[config.mk]
export PLATFORM = sky130hd
export DESIGN_NAME = system_reset_sequencer
export DESIGN_NICKNAME = d
export VERILOG_FILES = /design/src/inc/reset_seq_pkg.sv /design/src/system_reset_sequencer.sv
export SDC_FILE = /design/constraint.sdc
export NUM_CORES = 1
export LEC_CHECK = 0
export BUFFER_PORTS_ARGS = -buffer_cell sky130_fd_sc_hd__buf_2
export CORE_UTILIZATION = 55
export CTS_BUF_LIST = sky130_fd_sc_hd__clkbuf_16
export CTS_CLUSTER_DIAMETER = 120
export CTS_CLUSTER_SIZE = 28
export DETAILED_ROUTE_END_ITERATION = 8
export HOLD_SLACK_MARGIN = 0.1
export PLACE_DENSITY = 0.8
export REMOVE_ABC_BUFFERS = 1
export SLEW_MARGIN = 20
export SYNTH_ARGS = -nofsm -noshare
export SYNTH_HDL_FRONTEND = slang
export SYNTH_SLANG_ARGS = --single-unit
[constraint.sdc]
create_clock -name ref_clk_in -period 3.07 [get_ports ref_clk_in]
set_input_delay 0.921 -clock ref_clk_in [delete_from_list [all_inputs] [get_ports ref_clk_in]]
set_output_delay 0.921 -clock ref_clk_in [all_outputs]
set_load 0.05 [all_outputs]
[src/inc/reset_seq_pkg.sv]
// constants and carrier types of the system reset sequencer
package reset_seq_pkg;
    localparam int CLK_MHZ = 50;
    localparam int FILT_MIN_NS = 50;
    localparam int FILT_CYC = (FILT_MIN_NS * CLK_MHZ + 999) / 1000;
    localparam int VALID_NS = 500;
    localparam int VALID_CYC = (VALID_NS * CLK_MHZ) / 1000;
    localparam int HCU_PER_CLK = 2;
    localparam int DETECT_HCU = 4;
    localparam int HOLD_HCU = 12;
    localparam int SEQ_HCU = 1024;
    localparam int WAIT_HCU = 8;
    localparam int EXIT_HCU = 3;
    localparam int DETECT_CYC = DETECT_HCU / HCU_PER_CLK;
    localparam int HOLD_CYC = HOLD_HCU / HCU_PER_CLK;
    localparam int SEQ_CYC = SEQ_HCU / HCU_PER_CLK;
    localparam int WAIT_CYC = WAIT_HCU / HCU_PER_CLK;
    localparam int EXIT_CYC = (EXIT_HCU + HCU_PER_CLK - 1) / HCU_PER_CLK;
    localparam int FLASH_MS = 1;
    localparam int FLASH_CYC = FLASH_MS * CLK_MHZ * 1000;
    localparam int CNT_W = 16;
    localparam logic [CNT_W-1:0] CNT_ZERO = 16'h0000;
    localparam logic [CNT_W-1:0] CNT_ONE = 16'h0001;
    localparam logic [15:0] FLASH_BLANK = 16'hFFFF;
    localparam logic [15:0] FLASH_LATE = 16'h009B;
    localparam logic [23:0] START_ADDR = 24'h000000;
    localparam logic [15:0] CFG_DEFAULT = 16'hFFFF;
    typedef enum logic [2:0] {
        ST_RUN, ST_ASYNC, ST_DETECT, ST_SEQ, ST_WAIT, ST_HOLD_LOW, ST_EXIT, ST_FLASH
    } state_t;
    typedef struct packed {
        logic power_on_flag;
        logic long_hw_reset_flag;
        logic short_hw_reset_flag;
        logic software_reset_flag;
        logic watchdog_reset_flag;
    } flags_t;
    typedef struct packed {
        logic ale_active;
        logic read_strobe_active;
        logic write_strobe_active;
    } strobes_t;
endpackage

[src/system_reset_sequencer.sv]
// system reset sequencer: filtering, async/sync reset, flags, exit sequence
`timescale 1ns/1ps
module system_reset_sequencer #(
    parameter int FLASH_INIT_CYC = reset_seq_pkg::FLASH_CYC
) (
    input wire logic ref_clk_in,
    input wire logic rst_b_in,
    input wire logic reset_request_in,
    input wire logic reset_mode_select_pin,
    input wire logic external_access_select,
    input wire logic bidir_reset_enable,
    input wire logic software_reset_instruction,
    input wire logic watchdog_overflow_in,
    input wire logic end_of_init_instruction,
    input wire logic [15:0] config_port_in,
    output logic reset_output,
    output logic internal_reset_out,
    output logic bus_tristate_out,
    output logic config_port_pullup_out,
    output logic reset_request_pulldown_out,
    output logic [15:0] system_config_register,
    output reset_seq_pkg::flags_t flags_out,
    output reset_seq_pkg::strobes_t strobes_out,
    output logic [23:0] fetch_addr_out,
    output logic [15:0] flash_read_data_out
);
    reset_seq_pkg::state_t state_ff, nxt_state;
    logic [reset_seq_pkg::CNT_W-1:0] cnt_ff, nxt_cnt;
    logic [reset_seq_pkg::CNT_W-1:0] filt_ff;
    logic filtered_reset_in_ff;
    logic [31:0] flash_cnt_ff;
    logic flash_done_ff;
    logic sw_req_ff;
    logic wd_req_ff;
    reset_seq_pkg::flags_t nxt_flags;

    // two half-clocks per cycle
    // counter load for n cycles: zero is the last cycle, so n cycles load n-1
    function automatic logic [reset_seq_pkg::CNT_W-1:0] cyc(input int n);
        cyc = reset_seq_pkg::CNT_W'(n - 1);
    endfunction

    // spike filter
    // reset low only counts after the filter time; shorter spikes vanish
    wire raw_low = !reset_request_in;
    wire filt_full = filt_ff >= reset_seq_pkg::CNT_W'(reset_seq_pkg::FILT_CYC);
    always_ff @(posedge ref_clk_in or negedge rst_b_in) begin
        if (!rst_b_in) begin
            filt_ff <= reset_seq_pkg::CNT_ZERO;
            filtered_reset_in_ff <= 1'b0;
        end else begin
            filt_ff <= raw_low ? (filt_full ? filt_ff : filt_ff + reset_seq_pkg::CNT_ONE)
                               : reset_seq_pkg::CNT_ZERO;
            filtered_reset_in_ff <= raw_low && filt_full;
        end
    end
    wire rst_low = filtered_reset_in_ff;

    // bidirectional gate
    // with mode pin low, software and watchdog events do not pull the input
    wire internal_evt = software_reset_instruction || watchdog_overflow_in;
    wire drive_pin = bidir_reset_enable && reset_mode_select_pin;

    wire go_async = rst_low && !reset_mode_select_pin;
    wire in_reset = state_ff != reset_seq_pkg::ST_RUN;
    wire cnt_done = cnt_ff == reset_seq_pkg::CNT_ZERO;
    wire [reset_seq_pkg::CNT_W-1:0] cnt_dec = cnt_ff - reset_seq_pkg::CNT_ONE;

    always_comb begin
        nxt_state = state_ff;
        nxt_cnt = cnt_done ? cnt_ff : cnt_dec;
        if (go_async) begin
            nxt_state = reset_seq_pkg::ST_ASYNC;
        end else begin
            case (state_ff)
                reset_seq_pkg::ST_RUN: begin
                    if (rst_low) begin
                        nxt_state = reset_seq_pkg::ST_DETECT;
                        nxt_cnt = cyc(reset_seq_pkg::DETECT_CYC + reset_seq_pkg::HOLD_CYC);
                    end else if (internal_evt) begin
                        nxt_state = reset_seq_pkg::ST_SEQ;
                        nxt_cnt = cyc(reset_seq_pkg::SEQ_CYC);
                    end
                end
                reset_seq_pkg::ST_ASYNC: begin
                    if (!rst_low) begin
                        nxt_state = reset_seq_pkg::ST_EXIT;
                        nxt_cnt = cyc(reset_seq_pkg::EXIT_CYC);
                    end
                end
                reset_seq_pkg::ST_DETECT: begin
                    if (cnt_done) begin
                        nxt_state = reset_seq_pkg::ST_SEQ;
                        nxt_cnt = cyc(reset_seq_pkg::SEQ_CYC);
                    end
                end
                reset_seq_pkg::ST_SEQ: begin
                    if (cnt_done) begin
                        nxt_state = reset_seq_pkg::ST_WAIT;
                        nxt_cnt = cyc(reset_seq_pkg::WAIT_CYC);
                    end
                end
                reset_seq_pkg::ST_WAIT: begin
                    if (cnt_done) begin
                        nxt_state = rst_low ? reset_seq_pkg::ST_HOLD_LOW : reset_seq_pkg::ST_EXIT;
                        nxt_cnt = cyc(reset_seq_pkg::EXIT_CYC);
                    end
                end
                reset_seq_pkg::ST_HOLD_LOW: begin
                    if (!rst_low) begin
                        nxt_state = reset_seq_pkg::ST_EXIT;
                        nxt_cnt = cyc(reset_seq_pkg::EXIT_CYC);
                    end
                end
                reset_seq_pkg::ST_EXIT: begin
                    if (cnt_done) begin
                        nxt_state = external_access_select ? reset_seq_pkg::ST_FLASH
                                                           : reset_seq_pkg::ST_RUN;
                    end
                end
                reset_seq_pkg::ST_FLASH: begin
                    if (flash_done_ff) begin
                        nxt_state = reset_seq_pkg::ST_RUN;
                    end
                end
                default: nxt_state = reset_seq_pkg::ST_ASYNC;
            endcase
        end
    end

    // clockless async entry
    // reset default is the async state so power-on needs no clock edge
    always_ff @(posedge ref_clk_in or negedge rst_b_in) begin
        if (!rst_b_in) begin
            state_ff <= reset_seq_pkg::ST_ASYNC;
            cnt_ff <= reset_seq_pkg::CNT_ZERO;
        end else begin
            state_ff <= nxt_state;
            cnt_ff <= nxt_cnt;
        end
    end

    // flash init runs on its own from input release, regardless of cpu state
    wire flash_restart = rst_low;
    always_ff @(posedge ref_clk_in or negedge rst_b_in) begin
        if (!rst_b_in) begin
            flash_cnt_ff <= 32'h00000000;
            flash_done_ff <= 1'b0;
        end else if (flash_restart) begin
            flash_cnt_ff <= 32'h00000000;
            flash_done_ff <= 1'b0;
        end else if (!flash_done_ff) begin
            flash_cnt_ff <= flash_cnt_ff + 32'h00000001;
            flash_done_ff <= flash_cnt_ff >= 32'(FLASH_INIT_CYC - 1);
        end
    end

    wire [15:0] nxt_flash_data = flash_done_ff ? reset_seq_pkg::FLASH_BLANK
        : (flash_cnt_ff < 32'(FLASH_INIT_CYC / 2) ? reset_seq_pkg::FLASH_BLANK
                                                  : reset_seq_pkg::FLASH_LATE);

    // sample what kind of reset is running
    wire enter_async = go_async && state_ff != reset_seq_pkg::ST_ASYNC;
    wire wait_end = state_ff == reset_seq_pkg::ST_WAIT && cnt_done && !go_async;
    wire from_pin_ff_path = sw_req_ff || wd_req_ff;

    // flags clear on end of init
    // set beats clear when both land in the same cycle
    always_comb begin
        nxt_flags = flags_out;
        if (end_of_init_instruction) begin
            nxt_flags = '0;
        end
        if (enter_async) begin
            nxt_flags.long_hw_reset_flag = 1'b1;
            nxt_flags.short_hw_reset_flag = 1'b1;
            nxt_flags.software_reset_flag = 1'b1;
        end
        if (wait_end && !from_pin_ff_path) begin
            nxt_flags.long_hw_reset_flag = rst_low;
            nxt_flags.short_hw_reset_flag = 1'b1;
            nxt_flags.software_reset_flag = 1'b1;
        end
        if (wait_end && from_pin_ff_path) begin
            nxt_flags.software_reset_flag = 1'b1;
            nxt_flags.watchdog_reset_flag = wd_req_ff;
        end
    end

    always_ff @(posedge ref_clk_in or negedge rst_b_in) begin
        if (!rst_b_in) begin
            flags_out <= '0;
            flags_out.power_on_flag <= 1'b1;
            flags_out.long_hw_reset_flag <= 1'b1;
            flags_out.short_hw_reset_flag <= 1'b1;
            flags_out.software_reset_flag <= 1'b1;
            sw_req_ff <= 1'b0;
            wd_req_ff <= 1'b0;
        end else begin
            flags_out <= nxt_flags;
            if (state_ff == reset_seq_pkg::ST_RUN && internal_evt && !rst_low) begin
                sw_req_ff <= software_reset_instruction;
                wd_req_ff <= watchdog_overflow_in;
            end else if (state_ff == reset_seq_pkg::ST_RUN) begin
                sw_req_ff <= 1'b0;
                wd_req_ff <= 1'b0;
            end
        end
    end

    wire nxt_in_reset = nxt_state != reset_seq_pkg::ST_RUN;
    wire leaving = in_reset && !nxt_in_reset;
    wire nxt_async = nxt_state == reset_seq_pkg::ST_ASYNC;
    wire nxt_pull = nxt_in_reset && from_pin_ff_path && drive_pin
        && (nxt_state == reset_seq_pkg::ST_SEQ);
    always_ff @(posedge ref_clk_in or negedge rst_b_in) begin
        if (!rst_b_in) begin
            reset_output <= 1'b0;
            internal_reset_out <= 1'b1;
            bus_tristate_out <= 1'b1;
            config_port_pullup_out <= 1'b1;
            reset_request_pulldown_out <= 1'b0;
            system_config_register <= reset_seq_pkg::CFG_DEFAULT;
            strobes_out <= '0;
            fetch_addr_out <= reset_seq_pkg::START_ADDR;
            flash_read_data_out <= reset_seq_pkg::FLASH_BLANK;
        end else begin
            reset_output <= !nxt_in_reset;
            internal_reset_out <= nxt_in_reset;
            bus_tristate_out <= nxt_in_reset;
            config_port_pullup_out <= nxt_async;
            reset_request_pulldown_out <= nxt_pull;
            if (leaving) begin
                system_config_register <= config_port_in;
                fetch_addr_out <= reset_seq_pkg::START_ADDR;
            end
            strobes_out <= '0;
            flash_read_data_out <= nxt_flash_data;
        end
    end
endmodule // system_reset_sequencer

==> key figures, run 1 <==
Run status
  • Outcome: completed

Logic synthesis
  • Synth area leader: dfrtp_1
  • Synthesized cell area: 0.00515 mm^2
  • Sequential share of the synthesized area: 47.7%
  • Post-synthesis cell count: 521
  • Syn avg cell area: 9.88 um^2
  • Main area contributors after synthesis: dfrtp_1, dfstp_2, buf_4
  • Post-synth EDFFs: 0
  • Synth cell types: 60
  • Count leader, synth: dfrtp_1
  • Main flop type after synthesis: dfrtp_1
  • Synthesis Warnings: 0
  • Async SR Flop Fraction: 100%
  • FF+latch count, synth: 97
  • Synth top cells by count: dfrtp_1, nor2_1, buf_4
  • Synth top area share: 35.5%

Placement
  • Placer Congestion: 0.922
  • DP HPWL: 7160 um
  • Buffers on Ports: 61
  • Placed Instances: 668

Pwr
  • Leakage: 2.71 nW
  • PwrDens: 710 mW/mm^2
  • Total Power: 4.02 mW
  • Maximum vdd drop: 0.394 mV

Detailed routing
  • Initial DRC count: 229
  • Via count: 3816
  • TritonRoute pass-1 iters: 4
  • Drt wl/cell: 14.8 um
  • Detail Route Antenna Nets: 0
  • Total wire length: 10100 um
  • DRC: 0
  • Vias per inst: 5.58

Clocking
  • Max Buffers Root-to-Sink: 2
  • CTS Hold Bufs: 0
  • CTS tree: yes
  • Post-CTS sizing: 0
  • H-tree depth: 3
  • TritonCTS Buffers: 9
  • Clock transition at path regs: 0.06 ns
  • Clk sinks: 97
  • Clock Tree Root: clkbuf_16
  • Clk_lat worst skew: 0.34 ns
  • Post-CTS Setup Inserts: 0

Die
  • Placement row count: 34
  • Starting density of the core: 57.9%
  • Core area: 0.00889 mm^2
  • Die height: 98.8 um
  • I/O pins: 94
  • Die Area: 0.00975 mm^2
  • DIE WIDTH: 98.8 um

Worst setup path
  • Worst Setup Path Type: reg -> reg
  • Worst reg-to-reg path cell count: 9
  • Worst R2R End: system_config_register[7]$_DFFE_PN1P_
  • Critical R2R Launch: cnt_ff[0]$_DFF_PN0_
  • Crit path largest cell delay: 0.41 ns
  • R2R Setup Slk: 0.29 ns
  • Startpoint Class: register
  • Critical-path cell list: inv_1 > ha_1 > nor4b_1 > and4_1 > inv_2 > a2bb2oi_1 > a211o_1 > nand4b_4 > mux2_4
  • Slowest cell on crit path: mux2_4
  • Arr. time, crit path: 3.04 ns
  • Peak fanout along the critical path: 16
  • Worst EP required: 3.33 ns
  • Critical Path Sink Type: register

Global route
  • Initial antenna violation count: 0
  • Congestion Overflow GR: 0
  • Largest net degree at the start of global routing: 58
  • Met3 usage: 2.84%
  • Met2 Resource Use GR: 34.9%
  • Gr usage total: 22.0%
  • GRT met1 Usage: 31.2%
  • Vias in the first global route: 3693
  • Busiest grt layer: met2
  • First-pass GRT wire length: 17300 um

Timing
  • RSZ-0062 raised after global routing: no
  • Hold Slack: 0.489 ns
  • Max frequency: 360 MHz
  • Fin crit share: 90.6%
  • Setup total negative slack: 0 ns
  • Count of final hold-check violations: 0
  • Max Slew Vio Count: 0
  • Final Critical Period: 2.78 ns
  • Final setup violating endpoints: 0
  • Least-Margin Pin Slew: 0.711 ns
  • Final clock skew: 0.00806 ns
  • Headroom to the max-slew limit: 52.6%

Hold path
  • Hold endpoint: flags_out[4]$_DFFE_PN1P_
  • Worst hold start: flags_out[4]$_DFFE_PN1P_
  • Hold depth: 1
  • HP Class: reg -> reg

Cells and area
  • Post-Layout Cell Count: 684
  • Share of layout cells above drive strength 1: 23.4%
  • Final nets: 600
  • N_diodes: 0
  • P&R area growth vs syn: 9.86%
  • Layout Utilization: 63.6%

Run
  • Maximum capacitance violations: 0
-- layer usage --
layer  up-vias  wire (um)
met4         0        184
li1       1831          -
met2        95       4760
met5         -          0
met1      1872       4790
met3        18        391
-- sequential cells by signal (all words and copies together) (netlist names) --
name	flops
bus_tristate_out	1
cnt_ff	16
config_port_pullup_out	1
filt_ff	16
filtered_reset_in_ff	1
flags_out	5
flash_cnt_ff	32
flash_done_ff	1
flash_read_data_out	1
reset_output	1
reset_request_pulldown_out	1
state_ff	3
sw_req_ff	1
system_config_register	16
wd_req_ff	1
-- where the power goes --
| part | total (mW) | internal [mW] | switching, mW | leakage, nW |
|---|---|---|---|---|
| Combinational | 1.18 | 0.443 | 0.739 | 1.36 |
| Sequential | 1.79 | 1.53 | 0.256 | 1.22 |
| Clock | 1.05 | 0.558 | 0.492 | 0.136 |
-- kinds of logic (layout without fill, tap and decap cells) --
group                    after synthesis  in the layout  synth area share (%)
AO/OA/AOI/OAI                         68             68                  8.65
XOR/XNOR                              43             43                  7.31
adder cells (fa/ha/maj)                4              4                 0.972
buffers and inverters                 75            100                  8.82
flip-flops                            97             97                  47.7
multiplexers                          18             18                  4.62
other                                  2             32                 0.146
AND/OR/NAND/NOR                      214            214                  21.8
-- through the flow --
| stage | setup WS [ns] | area (um^2) |
|---|---|---|
| 3_5_place_dp | 0.0792 | 5380 |
| 2_1_floorplan | -0.169 | 4850 |
| 5_1_grt | 0.0857 | 5660 |
| 3_3_place_gp | 0.169 | 5380 |
| 6_report | 0.290 | 5660 |
| 4_1_cts | 0.296 | 5660 |
-- cell type report --
type                       instances  area [um^2]
fill                             732         3230
sequential                        97         2460
multi-input combinational        379         2350
timing repair buffer              72          390
clock buffer                       9          225
tap                              108          135
clock inverter                     7         53.8
inverter                          12         45.0
-- critical path, delay by kind of cell (launching register included) --
family	cells	cell delay, ns
simple gates	3	1.00
flops	1	0.40
fa+ha+maj	1	0.20
buf+inv	2	0.20
mux	1	0.41
compound gates	2	0.48
-- layout by cell type (no fill, tap or decap), types with 14 or more instances in the layout --
master / Yosys / layout
buf_2: 0 / 60
nor2_1: 59 / 59
o21ai_0: 15 / 15
nor3_1: 18 / 18
xor2_1: 31 / 31
nor2b_1: 24 / 24
a21oi_1: 20 / 20
nand3_1: 18 / 18
nand2_1: 38 / 38
nor4_1: 14 / 14
conb_1: 2 / 32
dfstp_2: 24 / 24
dfrtp_1: 73 / 73
-- how the worst max path moves through the flow --
stage / from / to / slack, ns / depth (start not counted)
floorplan: flash_read_data_out[14]$_DFF_PN1_ / flash_read_data_out[10] / -0.17 / 0
global placement: watchdog_overflow_in / system_config_register[15]$_DFFE_PN1P_ / 0.17 / 7
detailed placement: watchdog_overflow_in / system_config_register[6]$_DFFE_PN1P_ / 0.08 / 7
CTS: cnt_ff[0]$_DFF_PN0_ / system_config_register[7]$_DFFE_PN1P_ / 0.30 / 9
global route: cnt_ff[1]$_DFF_PN0_ / system_config_register[7]$_DFFE_PN1P_ / 0.09 / 9
finish: cnt_ff[0]$_DFF_PN0_ / system_config_register[7]$_DFFE_PN1P_ / 0.29 / 9
Power figures use the tool's default switching activity.
==> run 2: changes to the inputs <==
Settings changed: ABC_AREA from default to 1, CORE_UTILIZATION 55 to 30, PLACE_DENSITY 0.8 to 0.49.
==> key figures, run 2 <==
Worst setup path
  • Worst reg-to-reg path cell count: 9
  • Worst R2R End: cnt_ff[14]$_DFF_PN0_
  • Arr. time, crit path: 2.40 ns
  • R2R Setup Slk: 0.88 ns
  • Delay-heaviest family, CP: simple AND/OR/NAND/NOR gates
  • Peak fanout along the critical path: 9
  • CP Capture Point: cnt_ff[14]$_DFF_PN0_
  • Startpoint Class: register
  • Crit path depth: 9
  • Critical Path Sink Type: register
  • Worst EP required: 3.29 ns
  • Crit path largest cell delay: 0.47 ns
  • Slowest cell on crit path: a311oi_2
  • Critical R2R Launch: cnt_ff[0]$_DFF_PN0_
  • Worst Setup Path Type: reg -> reg
  • Crit. Startpoint: cnt_ff[0]$_DFF_PN0_
  • Critical-path cell list: inv_1 > ha_1 > nand2_2 > nor2_2 > nand2_2 > nand3_1 > nand3_1 > a311oi_2 > nor2_1
  • WP buf/inv: 1

Cells and area
  • Commonest non-fill, non-tap cells in the layout: nand2_1, inv_1, dfrtp_1
  • Layout Utilization: 34.5%
  • Most common cell after layout, fill and taps aside: nand2_1
  • Largest Register: flash_cnt_ff
  • P&R area growth vs syn: 12.8%
  • Final nets: 757
  • Share of layout cells above drive strength 1: 22.5%
  • N_diodes: 0
  • Max reg flops: 32

Detailed routing
  • Detail Route Antenna Nets: 0
  • Via count: 4319
  • TritonRoute pass-1 iters: 4
  • Vias per inst: 4.49
  • Drt wl/cell: 12.4 um
  • Initial DRC count: 216
  • DRC: 0
  • Total wire length: 12000 um

Logic synthesis
  • Async SR Flop Fraction: 100%
  • Count leader, synth: nand2_1
  • Main flop type after synthesis: dfrtp_1
  • Synth top cells by count: nand2_1, inv_1, dfrtp_1
  • Synth cell types: 46
  • Main area contributors after synthesis: dfrtp_1, dfstp_2, nand2_1
  • Synthesized cell area: 0.00548 mm^2
  • Post-synthesis cell count: 674
  • Syn avg cell area: 8.13 um^2
  • Synthesis Warnings: 0
  • Post-synth EDFFs: 0
  • Synth top area share: 33.3%
  • Sequential share of the synthesized area: 44.9%
  • FF+latch count, synth: 97
  • Synth area leader: dfrtp_1

Timing
  • Final Critical Period: 2.19 ns
  • Fin worst setup slack: 0.881 ns
  • RSZ-0062 raised after global routing: no
  • Final setup violating endpoints: 0
  • Max Slew Vio Count: 0
  • Least-Margin Pin Slew: 0.508 ns
  • Fin crit share: 71.3%
  • Headroom to the max-slew limit: 65.8%
  • Count of final hold-check violations: 0
  • Final clock skew: 0.00963 ns
  • Max frequency: 457 MHz

Clocking
  • Post-CTS Setup Inserts: 0
  • Clk sinks: 97
  • TritonCTS Buffers: 9
  • Post-CTS sizing: 0
  • CTS Hold Bufs: 0
  • Max Buffers Root-to-Sink: 2
  • Clk_lat worst skew: 0.35 ns
  • Clock Tree Root: clkbuf_16
  • CTS tree: yes
  • H-tree depth: 3
  • Clock transition at path regs: 0.07 ns

Global route
  • Congestion Overflow GR: 0
  • Initial antenna violation count: 0
  • Largest net degree at the start of global routing: 48
  • Vias in the first global route: 4202
  • First-pass GRT wire length: 20300 um
  • Gr usage total: 13.8%

Placement
  • Buffers on Ports: 61
  • Dpl ws: 0.727 ns
  • Placer Congestion: 0.812
  • DP HPWL: 8880 um

Run status
  • Outcome: completed

Die
  • Starting density of the core: 30.6%
  • Core area: 0.0179 mm^2
  • Die Area: 0.0188 mm^2
  • I/O pins: 94
  • Placement row count: 49
  • Die height: 137 um
  • DIE WIDTH: 137 um

Hold path
  • Hold depth: 2
  • HP Class: reg -> reg

Pwr
  • Leakage: 3.06 nW
  • Maximum vdd drop: 0.597 mV
  • PwrDens: 944 mW/mm^2

Run
  • Maximum capacitance violations: 0
## run 2: layout make-up
type                       count  area [um^2]
multi-input combinational    455         2370
inverter                      99          373
tap                          229          287
fill                        1910        11700
clock buffer                   9          225
timing repair buffer          66          358
clock inverter                 7          113
sequential                    97         2460
## run 2: routing by layer
| metal | share of wire [%] | GRT usage, % | vias up |
|---|---|---|---|
| li1 | - | - | 2209 |
| met1 | 50 | 19.6 | 1968 |
| met2 | 43 | 20.9 | 130 |
| met3 | 5.8 | 2.44 | 12 |
| met4 | 1.2 | 4.82 | 0 |
| met5 | 0 | 0 | - |
## run 2: logic make-up after synthesis
family,count (synthesis),share of synthesized area [%]
simple gates,323,29.7
buf+inv,152,14.0
flops,97,44.9
compound gates,88,9.16
xor+xnor,8,1.28
fa+ha+maj,4,0.913
other cells,2,0.137
## run 2: through the flow
step,instances,TNS [ns],area (um^2),total power [mW],hold slack (ns)
after CTS,962,0,6180,5.91,0.440
after detailed placement,946,0,5840,4.61,0.429
after global routing,962,0,6180,6.30,0.462
after floorplan,651,-1.86,5200,4.01,0.453
after global placement,946,0,5840,4.62,0.427
final,962,0,6180,5.84,0.437
## run 2: report_power, final
group	switching, mW	internal, mW	leakage (nW)
combinational	1.91	0.761	1.67
sequential	0.243	1.65	1.23
clock	0.541	0.733	0.161
## run 2: worst reg2reg max path, delay by kind of cell (launching register included)
family | cells | cell delay, ns
AOI/OAI and AO/OA | 1 | 0.47
adders and majority gates | 1 | 0.20
buffers and inverters | 1 | 0.08
DFF | 1 | 0.40
and+or+nand+nor | 6 | 0.91
## run 2: how the worst min path moves through the flow
stage	from	endpoint	slack (ns)
floorplan	filt_ff[1]$_DFFE_PN0N_	filt_ff[1]$_DFFE_PN0N_	0.45
global placement	flags_out[4]$_DFFE_PN1P_	flags_out[4]$_DFFE_PN1P_	0.43
detailed placement	flags_out[4]$_DFFE_PN1P_	flags_out[4]$_DFFE_PN1P_	0.43
CTS	flags_out[4]$_DFFE_PN1P_	flags_out[4]$_DFFE_PN1P_	0.44
global route	flags_out[4]$_DFFE_PN1P_	flags_out[4]$_DFFE_PN1P_	0.46
finish	flags_out[4]$_DFFE_PN1P_	flags_out[4]$_DFFE_PN1P_	0.44
==> run 3: changes to the inputs <==
Settings changed: PLACE_DENSITY 0.49 to 0.51.
Clock period 3.07 ns to 1.8 ns, I/O delays scaled along.
==> key figures, run 3 (synthesis gave the netlist of run 2 again) <==
Detailed routing
  • Total wire length: 13100 um
  • Initial DRC count: 192
  • Vias per inst: 4.42
  • DRC: 0
  • TritonRoute pass-1 iters: 4
  • Detail Route Antenna Nets: 0
  • Via count: 4717
  • Drt wl/cell: 12.2 um

Cells and area
  • Max reg flops: 32
  • Largest Register: flash_cnt_ff
  • Most common cell after layout, fill and taps aside: nand2_1
  • Layout fillers: 1799
  • Register area: 0.00246 mm^2
  • Commonest non-fill, non-tap cells in the layout: nand2_1, buf_4, inv_1
  • N_diodes: 0
  • Final instance area: 0.00738 mm^2
  • Share of layout cells above drive strength 1: 39.3%
  • P&R area growth vs syn: 34.8%
  • Final nets: 862
  • Multi-input logic area: 0.00274 mm^2

Pwr
  • Leakage: 3.69 nW
  • Logic gate share of total power: 57.5%
  • Flop pwr share: 26.9%
  • Clock share of power: 15.6%
  • Switching Power: 5.35 mW
  • Maximum vdd drop: 1.16 mV
  • PwrDens: 1600 mW/mm^2
  • Net Sw Frac: 45.2%
  • P_int: 6.48 mW

Die
  • DIE WIDTH: 137 um
  • Core area: 0.0179 mm^2
  • Die Area: 0.0188 mm^2
  • Placement row count: 49
  • Starting density of the core: 30.6%
  • I/O pins: 94
  • Die height: 137 um

Timing
  • Count of final hold-check violations: 0
  • Fin worst setup slack: -0.120 ns
  • Max Slew Vio Count: 0
  • Hold Slack: 0.316 ns
  • Final Critical Period: 1.92 ns
  • Final setup violating endpoints: 18
  • Max frequency: 521 MHz
  • Final clock skew: 0.00946 ns
  • Fin crit share: 107%
  • RSZ-0062 raised after global routing: yes

Clocking
  • Max Buffers Root-to-Sink: 2
  • TritonCTS Buffers: 9
  • H-tree depth: 3
  • CTS tree: yes
  • Clock Tree Root: clkbuf_16
  • Clock transition at path regs: 0.07 ns
  • Clk sinks: 97
  • Clk_lat worst skew: 0.35 ns

Global route
  • Congestion Overflow GR: 0
  • Largest net degree at the start of global routing: 48
  • Initial antenna violation count: 0
  • Vias in the first global route: 4549
  • Gr usage total: 14.9%
  • First-pass GRT wire length: 21800 um

Worst setup path
  • CP most frequent cell: nand2_4
  • Arr. time, crit path: 2.22 ns
  • Crit path largest cell delay: 0.39 ns
  • Critical-path cell list: inv_2 > ha_4 > nand2_4 > nor2_4 > nand2_4 > a21oi_2 > nand3_2 > nand2_2 > nand2_4 > nor2_8 > clkbuf_16 > buf_4 > inv_1
  • Slowest cell on crit path: dfrtp_1
  • R2R Setup Slk: -0.12 ns
  • Critical Path Sink Type: register
  • Peak fanout along the critical path: 6
  • Worst Setup Path Type: reg -> reg
  • Worst EP required: 2.10 ns
  • Startpoint Class: register

Placement
  • DP HPWL: 9360 um
  • Buffers on Ports: 61
  • Placer Congestion: 0.828
  • Dpl ws: -0.150 ns
  • Cell Area, Placed: 0.00650 mm^2

Hold path
  • HP Class: in -> reg

Run status
  • Outcome: complete, but fails checks
  • Failing checks: setup timing

Run
  • Maximum capacitance violations: 0
[run 3: cell types whose count changed in the layout (fill, tap and decap cells not counted), sizes merged]
cell	previous run	this run
bufinv	2	0
dlygate4sd3	0	1
clkinvlp	1	2
clkbuf	9	11
buf	66	167
clkinv	2	3
nand3	55	56
[run 3: final cells by class]
cell class / count / share of cell area, %
multi-input combinational: 456 / 37.1
clock inverter: 7 / 0.729
sequential: 97 / 33.3
clock buffer: 9 / 3.05
timing repair buffer: 170 / 16.8
inverter: 99 / 5.13
tap: 229 / 3.88
[run 3: path summary, 6_finish.rpt]
check                                          from                                end  depth (start not counted)
max                             cnt_ff[0]$_DFF_PN0_         bus_tristate_out$_DFF_PN1_                         13
min                         end_of_init_instruction           flags_out[4]$_DFFE_PN1P_                          2
max reg2reg                     cnt_ff[0]$_DFF_PN0_         bus_tristate_out$_DFF_PN1_                         13
min reg2reg                flags_out[4]$_DFFE_PN1P_           flags_out[4]$_DFFE_PN1P_                          2
max in group asynchronous                  rst_b_in  flash_read_data_out[14]$_DFF_PN1_                          3
min in group asynchronous                  rst_b_in             filt_ff[9]$_DFFE_PN0N_                          2
[run 3: timing repair]
item	CTS	global route
resized for setup	23	109
hold buffers	1	0
gates cloned	1	1
endpoints found under the hold margin	14	0
setup buffers	5	15
pin swaps	13	33
endpoints found under the setup margin	37	60
[run 3: worst max-delay path: cells and delay by family, from the launching register on]
family | cells | cell delay, ns
AND/OR/NAND/NOR | 7 | 0.81
flip-flops | 1 | 0.39
buffers and inverters | 4 | 0.39
adder cells (fa/ha/maj) | 1 | 0.14
AO/OA/AOI/OAI | 1 | 0.13
[run 3: per-layer routing]
layer | up-vias | GRT usage [%] | routed length (um)
met4 | 0 | 5.74 | 148
li1 | 2422 | - | -
met5 | - | 0 | 0
met1 | 2206 | 20.5 | 6410
met3 | 11 | 2.81 | 382
met2 | 78 | 22.9 | 6120
[run 3: power groups by stage]
stage / clock (mW) / combinational [mW] / sequential [mW]
after detailed placement: 0 / 5.66 / 3.16
after global placement: 0 / 5.62 / 3.18
after CTS: 1.91 / 6.06 / 3.15
after global routing: 2.00 / 7.46 / 3.24
final: 1.84 / 6.80 / 3.18
after floorplan: 0 / 2.95 / 3.89
[run 3: per-stage QoR]
step                      total power [mW]  setup TNS (ns)  cells  util (%)
final                                 11.8           -1.49   1067      41.2
after global routing                  12.7           -4.54   1067      41.2
after CTS                             11.1           -1.51   1052      38.7
after detailed placement              8.82           -3.46   1030      36.3
after global placement                8.81           -2.18   1030      36.3
after floorplan                       6.84          -17.21    651         -
